`config.mk`:
```
export PLATFORM = sky130hd
export DESIGN_NAME = bpp_port
export DESIGN_NICKNAME = d
export VERILOG_FILES = /design/src/shared/bpp_pkg.sv /design/src/shared/bpp_line_if.sv /design/src/rtl/bpp_line_drv.sv /design/src/rtl/bpp_port.sv
export VERILOG_INCLUDE_DIRS = /design/src /design/src/shared
export SDC_FILE = /design/constraint.sdc
export NUM_CORES = 1
export LEC_CHECK = 0
export BUFFER_PORTS_ARGS = -buffer_cell sky130_fd_sc_hd__buf_2
export CORE_MARGIN = 3
export CORE_UTILIZATION = 44
export DETAILED_ROUTE_END_ITERATION = 7
export GPL_TIMING_DRIVEN = 1
export PLACE_DENSITY = 0.79
export REMOVE_ABC_BUFFERS = 1
export SYNTH_ARGS = -nofsm -noshare
export SYNTH_HDL_FRONTEND = slang
export SYNTH_SLANG_ARGS = --single-unit
export TNS_END_PERCENT = 100
```
`constraint.sdc`:
```
create_clock -name core_clk -period 1 [get_ports core_clk]
set_clock_uncertainty 0.05 [all_clocks]
set_input_delay 0.05 -clock core_clk [delete_from_list [all_inputs] [get_ports core_clk]]
set_output_delay 0.05 -clock core_clk [all_outputs]
set_load 0.02 [all_outputs]
```
`src/shared/bpp_map.svh`:
```
// Address map, reset values and fixed codes of the bidirectional printer port.
`ifndef BPP_MAP_SVH
`define BPP_MAP_SVH

`define BPP_PRI_FIRST   10'h378
`define BPP_PRI_LAST    10'h37f
`define BPP_SEC_FIRST   10'h3bc
`define BPP_SEC_LAST    10'h3bf
`define BPP_DATA_OFS    10'h000
`define BPP_DATA_RST    8'hff
`define BPP_ALL_ONES    8'hff
`define BPP_UNMAPPED_RD 8'hff
`define BPP_LINE_LOW    1'b0
`define BPP_DEC_W       10
`define BPP_FLAG_RST    1'b0

`endif

```
`src/shared/bpp_pkg.sv`:
```
// Types shared by the printer port modules.
package bpp_pkg;
    typedef enum logic {
        BPP_RANGE_SEC,
        BPP_RANGE_PRI
    } bpp_range_type;

    typedef logic [7:0] bpp_byte_type;
endpackage : bpp_pkg

```
`src/shared/bpp_line_if.sv`:
```
// Carrier between the port core and its open collector line stage.
interface bpp_line_if #(
    parameter int DATA_W = 8
);
    logic [DATA_W-1:0] level;
    logic [DATA_W-1:0] sample;

    modport ctl (
        output level,
        input  sample
    );

    modport drv (
        input  level,
        output sample
    );
endinterface : bpp_line_if

```
`src/rtl/bpp_line_drv.sv`:
```
// Open collector data line stage with registered input sampling.
`include "bpp_map.svh"

module bpp_line_drv #(
    parameter int DATA_W = 8
) (
    input  wire logic              core_clk,
    input  wire logic              rst,
    bpp_line_if.drv                lines,
    input  wire logic [DATA_W-1:0] dataLineIn,
    output logic      [DATA_W-1:0] dataLineOut,
    output logic      [DATA_W-1:0] dataLineOe
);

    logic [DATA_W-1:0] sample_r;

    // pull low only
    assign dataLineOut = {DATA_W{`BPP_LINE_LOW}};
    // release on one
    assign dataLineOe  = ~lines.level;

    // sample line levels
    always_ff @(posedge core_clk or posedge rst) begin
        if (rst) begin
            sample_r <= '1;
        end else begin
            sample_r <= dataLineIn;
        end
    end

    assign lines.sample = sample_r;

endmodule : bpp_line_drv

```
`src/rtl/bpp_port.sv`:
```
// Bidirectional parallel printer port data register and address decode.
`include "bpp_map.svh"

// Function
// Configuration input picks 378-37Fh when asserted, else 3BC-3BFh; asserted is default.
// All eight data lines are driven from the output register and read back.
// Each driver pulls low only for a zero bit, otherwise releases to pull-up.
// With register all ones, data address read returns the external line levels.
// Software writes 0FFh to the data register before using lines as inputs.
// Data address reads always return line levels, so driven-low bits read zero.
module bpp_port #(
    parameter int DATA_W = 8,
    parameter int ADDR_W = 10
) (
    input  wire logic              core_clk,
    input  wire logic              rst,
    input  wire logic              portAddressSelect,
    input  wire logic [ADDR_W-1:0] ioAddr,
    input  wire logic              ioWrite,
    input  wire logic              ioRead,
    input  wire logic [DATA_W-1:0] ioWrData,
    output logic      [DATA_W-1:0] ioRdData,
    output logic                   ioRdValid,
    output logic                   ioHit,
    output logic                   linesReleased,
    input  wire logic [DATA_W-1:0] dataLineIn,
    output logic      [DATA_W-1:0] dataLineOut,
    output logic      [DATA_W-1:0] dataLineOe
);

    // Only the low ten address bits are decoded, as on the host bus, so a wider bus aliases.
    localparam int DEC_W = `BPP_DEC_W;

    // window bounds
    localparam logic [9:0] PRI_FIRST = `BPP_PRI_FIRST;
    localparam logic [9:0] PRI_LAST  = `BPP_PRI_LAST;
    localparam logic [9:0] SEC_FIRST = `BPP_SEC_FIRST;
    localparam logic [9:0] SEC_LAST  = `BPP_SEC_LAST;
    localparam logic [9:0] DATA_OFS  = `BPP_DATA_OFS;

    // Widths that the fixed decode and the byte-wide register cannot serve are refused here.
    if (DATA_W != 8) begin : g_bad_data_w
        $error("bpp_port serves an eight bit data path only");
    end

    if (ADDR_W < DEC_W) begin : g_bad_addr_w
        $error("bpp_port needs at least ten address bits");
    end

    // window range test
    function automatic logic inWindow(
        input logic [9:0] addr,
        input logic [9:0] first,
        input logic [9:0] last
    );
        inWindow = (addr >= first) && (addr <= last);
    endfunction : inWindow

    // chosen window hit
    function automatic logic windowHit(
        input bpp_pkg::bpp_range_type winSel,
        input logic                   priIn,
        input logic                   secIn
    );
        windowHit = (winSel == bpp_pkg::BPP_RANGE_PRI) ? priIn : secIn;
    endfunction : windowHit

    // base of window
    function automatic logic [9:0] windowBase(
        input bpp_pkg::bpp_range_type winSel
    );
        windowBase = (winSel == bpp_pkg::BPP_RANGE_PRI) ? PRI_FIRST : SEC_FIRST;
    endfunction : windowBase

    // data register address
    function automatic logic isDataAddr(
        input logic [9:0] addr,
        input logic [9:0] base
    );
        isDataAddr = (addr == (base + DATA_OFS));
    endfunction : isDataAddr

    // line levels returned
    // The stored byte is never returned: a bit the port pulls low already reads low on its line.
    function automatic logic [DATA_W-1:0] readSelect(
        input logic              isData,
        input logic [DATA_W-1:0] levels
    );
        readSelect = isData ? levels : `BPP_UNMAPPED_RD;
    endfunction : readSelect

    // all drivers released
    function automatic logic allOnes(
        input logic [DATA_W-1:0] value
    );
        allOnes = (value == `BPP_ALL_ONES);
    endfunction : allOnes

    // The open collector stage sits behind this carrier.
    bpp_line_if #(.DATA_W(DATA_W)) lines ();

    // Address decode.
    bpp_pkg::bpp_range_type rangeSel;
    logic [9:0]             lowAddr;
    logic [9:0]             baseAddr;
    logic                   priHit;
    logic                   secHit;
    logic                   portHit;
    logic                   dataHit;

    // Strobes and next values.
    logic                   rdTaken;
    logic                   wrTaken;
    logic                   accTaken;
    logic                   dataWrite;
    logic [DATA_W-1:0]      rdMux;
    logic [DATA_W-1:0]      outReg_nxt;
    logic [DATA_W-1:0]      rdData_nxt;
    logic                   rdValid_nxt;
    logic                   hit_nxt;

    // Flops.
    logic [DATA_W-1:0]      outReg_r;
    logic [DATA_W-1:0]      rdData_r;
    logic                   rdValid_r;
    logic                   hit_r;

    // pick address range
    assign rangeSel = portAddressSelect ? bpp_pkg::BPP_RANGE_PRI : bpp_pkg::BPP_RANGE_SEC;
    assign lowAddr  = ioAddr[9:0];
    assign priHit   = inWindow(lowAddr, PRI_FIRST, PRI_LAST);
    assign secHit   = inWindow(lowAddr, SEC_FIRST, SEC_LAST);

    // decode chosen window
    assign portHit  = windowHit(rangeSel, priHit, secHit);
    assign baseAddr = windowBase(rangeSel);
    assign dataHit  = portHit && isDataAddr(lowAddr, baseAddr);

    // strobes in window
    // Accesses to the other window are ignored, so a second port can share the bus.
    assign rdTaken  = ioRead && portHit;
    assign wrTaken  = ioWrite && portHit;
    assign accTaken = rdTaken || wrTaken;

    // load output register
    assign dataWrite  = wrTaken && dataHit;
    assign outReg_nxt = dataWrite ? ioWrData : outReg_r;

    // released when all ones
    assign linesReleased = allOnes(outReg_r);

    // return line levels
    // driven bits read low
    // Status and control offsets are not served here and read as all ones.
    // The line sample is one cycle old, which no host polling loop can notice.
    assign rdMux = readSelect(dataHit, lines.sample);

    // enables from register
    assign lines.level = outReg_r;

    // output register
    always_ff @(posedge core_clk or posedge rst) begin
        if (rst) begin
            outReg_r <= `BPP_DATA_RST;
        end else begin
            outReg_r <= outReg_nxt;
        end
    end

    // A read answers one edge after it is taken, so the bus sees flop outputs only.
    // The read data holds between reads, so a slow host may still pick it up late.
    assign rdData_nxt  = rdTaken ? rdMux : rdData_r;
    assign rdValid_nxt = rdTaken;
    assign hit_nxt     = accTaken;

    // hold read data
    always_ff @(posedge core_clk or posedge rst) begin
        if (rst) begin
            rdData_r <= `BPP_UNMAPPED_RD;
        end else begin
            rdData_r <= rdData_nxt;
        end
    end

    // read answer pulse
    always_ff @(posedge core_clk or posedge rst) begin
        if (rst) begin
            rdValid_r <= `BPP_FLAG_RST;
        end else begin
            rdValid_r <= rdValid_nxt;
        end
    end

    // access answer pulse
    always_ff @(posedge core_clk or posedge rst) begin
        if (rst) begin
            hit_r <= `BPP_FLAG_RST;
        end else begin
            hit_r <= hit_nxt;
        end
    end

    // Bus outputs come straight from flops, with no logic between them and the pins.
    assign ioRdData  = rdData_r;
    assign ioRdValid = rdValid_r;
    assign ioHit     = hit_r;

    // open collector stage
    bpp_line_drv #(
        .DATA_W(DATA_W)
    ) u_line (
        .core_clk   (core_clk),
        .rst        (rst),
        .lines      (lines.drv),
        .dataLineIn (dataLineIn),
        .dataLineOut(dataLineOut),
        .dataLineOe (dataLineOe)
    );

endmodule : bpp_port

```
==> flow_summary_export.csv <==
group,metric,value,unit
power_and_ir_drop,p_switching,0.569,mW
critical_path,endpoint_kind,"output pin",
sta,fin_setup_tns,-5.08,ns
sta,fin_crit_sh,149,%
finish,area.sequential,681,um^2
grt,grt_pass1_wl,4800,um
synthesis,syn_inst,95,
clock_tree,clkTransAtPathRegs,0.13,ns
routing,wire_per_inst,17.1,um
sta,hold_violations,0,
clock_tree,ctsRootBufferMaster,"clkbuf_4",
floorplan,floorplan.die_area,3270,um^2
floorplan,io_pins,58,
floorplan,initial_core_util,49.3,%
placement,dpl.hpwl,1780,um
grt,grt_max_degree,27,
finish,n_antenna_cell,0,
grt,antenna_found_initial,0,
synthesis,synth_top_cell_by_area,"dfstp_2",
critical_path,critPathArrivalTime,1.39,ns
sta,worst_slack,-0.486,ns
placement,gp_congestion,0.739,
floorplan,fp.coreArea,2340,um^2
clock_tree,clkSinkCount,26,
routing,vias,1078,
critical_path,path_cells,"nand4_1 > nor2_1 > buf_4",
grt,grt_use_total,19.7,%
power_and_ir_drop,peakVddDrop,1.23,mV
clock_tree,cts_htree_levels,1,
power_and_ir_drop,switching_share,26.6,%
power_and_ir_drop,p_leak,0.944,nW
clock_tree,cts_made_buffers,3,
synthesis,yosys-top-cells-area,"dfstp_2 55%, mux2_2 7.8%, buf_4 5.9%",
synthesis,synth_ff_type,"dfstp_2",
power_and_ir_drop,combPwrFrac,23.5,%
grt,grt-ovfl-total,0,
synthesis,synth_edf_count,0,
clock_tree,clock_latency,0.33,ns
synthesis,async_flop_share,100,%
flow_run,max_cap_violations,0,
critical_path,crit_type,"reg -> out",
worst_hold_path,hp-class,"in -> reg",
clock_tree,cts_tree,"built",
synthesis,synth.avg_cell_area,12.1,um^2
synthesis,ys_seq_elements,26,
sta,finalSetupViolCount,32,
clock_tree,cts_buffer_depth,2,
power_and_ir_drop,pwr-share-seq,56.3,%
synthesis,synth-seq-area-share,59.1,%
finish,area_delta_synth_final,74.9,%
synthesis,yosysWarnings,0,
critical_path,crit_path_start_kind,"flip-flop",
sta,slew_violations,0,
power_and_ir_drop,p_int,1.57,mW
run_status,violations,"negative setup slack",
sta,grt_setup_unrepaired,"yes",
critical_path,critical_path.max_stage_delay,0.57,ns
synthesis,synth_top_area_share,54.7,%
power_and_ir_drop,p_per_area,1060,nW/um^2
routing,final_antenna_net_count,0,
sta,timing.fmax,0.673,GHz
synthesis,syn_area,1150,um^2
floorplan,die_height,57.2,um
sta,min_period,1.49,ns
floorplan,die_width,57.2,um
synthesis,ys_types,22,
critical_path,cp_max_fo,2,
critical_path,cp.buffers_inverters,1,
finish,multi_input_comb_area,418,um^2
power_and_ir_drop,power.share.clock,20.2,%
routing,wirelength,3740,um
critical_path,cp_slowest_cell,"dfstp_2",
routing,via_per_inst,4.92,
finish,drive_gt1_share,67.0,%
finish,num-fill-cells,111,
routing,drcViolationCount,0,
routing,first_pass_iters,4,
routing,drtIter0Drc,16,
grt,grt_pass1_vias,1035,
run_status,status,"finished with violations",
finish,final_nets,224,
placement,port_buffers,49,
placement,pre_cts_slack,-0.508,ns
critical_path,critPathRequiredTime,0.90,ns
floorplan,rows,17,
critical_path,crit_family,"flip-flops",
==> cells in the final DEF (no fill, tap or decap), types with 4 or more instances in the layout <==
cell type,n
mux2_4,8
buf_6,26
dfstp_2,24
conb_1,8
a21oi_1,5
inv_2,5
buf_2,29
buf_4,20
inv_1,4
dlygate4sd3_1,19
nor2_1,16
==> tightest hold or removal path, cell delays in order <==
cell and delay, ns:
buf_2 0.11, inv_1 0.09, a2111oi_4 0.07, buf_12 0.14
==> metrics by stage <==
| step | total power [mW] | util [%] | hold slack, ns | instances | cell area, um^2 |
|---|---|---|---|---|---|
| after CTS | 2.10 | 81.7 | 0.0899 | 212 | 1910 |
| after detailed placement | 1.52 | 63.0 | 0.0584 | 180 | 1480 |
| after global placement | 1.51 | 63.0 | 0.0501 | 180 | 1480 |
| after global routing | 2.24 | 86.1 | 0.0979 | 219 | 2020 |
| after floorplan | 1.37 | - | 0.00448 | 92 | 1100 |
| final | 2.14 | 86.1 | 0.124 | 219 | 2020 |
==> kinds of logic (layout without fill, tap and decap cells) <==
family,count (synthesis),count (layout),share of synthesized area (%)
AOI/OAI and AO/OA,12,12,8.58
buffers and inverters,21,110,10.4
DFF,26,26,59.1
muxes,8,8,7.82
other,1,8,0.325
and+or+nand+nor,27,27,13.8
==> cell usage after synthesis (2+ instances only) <==
library cell	number
dfstp_2	24
a21oi_1	7
mux2_2	8
inv_1	11
nand4_1	2
buf_4	9
nand2_1	2
nor2_1	17
dfrtp_1	2
==> power groups by stage <==
stage          combinational [mW]  sequential (mW)  clock [mW]
4_1_cts                     0.463             1.19       0.444
3_3_place_gp                0.313             1.20           0
3_5_place_dp                0.322             1.20           0
2_1_floorplan               0.120             1.25           0
5_1_grt                     0.534             1.21       0.499
6_report                    0.501             1.20       0.433
==> metal layers <==
metal	share of wire, %	track usage (%)	vias to the layer above
met4	5.1	12.6	0
met1	35	22.9	530
li1	-	-	486
met5	0	0	-
met3	5.2	2.26	13
met2	54	34.1	49
==> cell type report <==
cell class / instances / share of cell area [%]
Inverter: 11 / 2.30
Timing Repair Buffer: 96 / 40.3
Sequential cell: 26 / 33.8
Tap cell: 28 / 1.74
Clock buffer: 3 / 1.12
Multi-Input combinational cell: 55 / 20.7
==> worst paths after layout <==
path                            slack [ns]                              from                          to  cells past startpoint
worst max-delay path                 -0.49        lines.level[6]$_DFFE_PP1P_               linesReleased                      3
worst min-delay path                  0.12                            ioRead         ioRdValid$_DFF_PP0_                      4
worst max register to register       -0.01        lines.level[0]$_DFFE_PP1P_  lines.level[0]$_DFFE_PP1P_                      3
worst min register to register        0.48  u_line.lines.sample[7]$_DFF_PP1_     ioRdData[7]$_DFFE_PP1P_                      2
max in group asynchronous             0.32                               rst     ioRdData[7]$_DFFE_PP1P_                      4
min in group asynchronous             0.27                               rst             ioHit$_DFF_PP0_                      4
==> what timing repair did <==
action,CTS,global route
endpoints found under the setup margin,25,26
pin swaps,5,1
hold buffers,19,0
hold endpoints to repair,43,0
resized for setup,47,21
setup buffers,10,9
==> flip-flops by register name, indices dropped and copies added (netlist names) <==
name and cells:
ioHit 1, ioRdValid 1, ioRdData 8, u_line.lines.sample 8
lines.level 8
No activity file was read; power rests on OpenSTA's default activity.
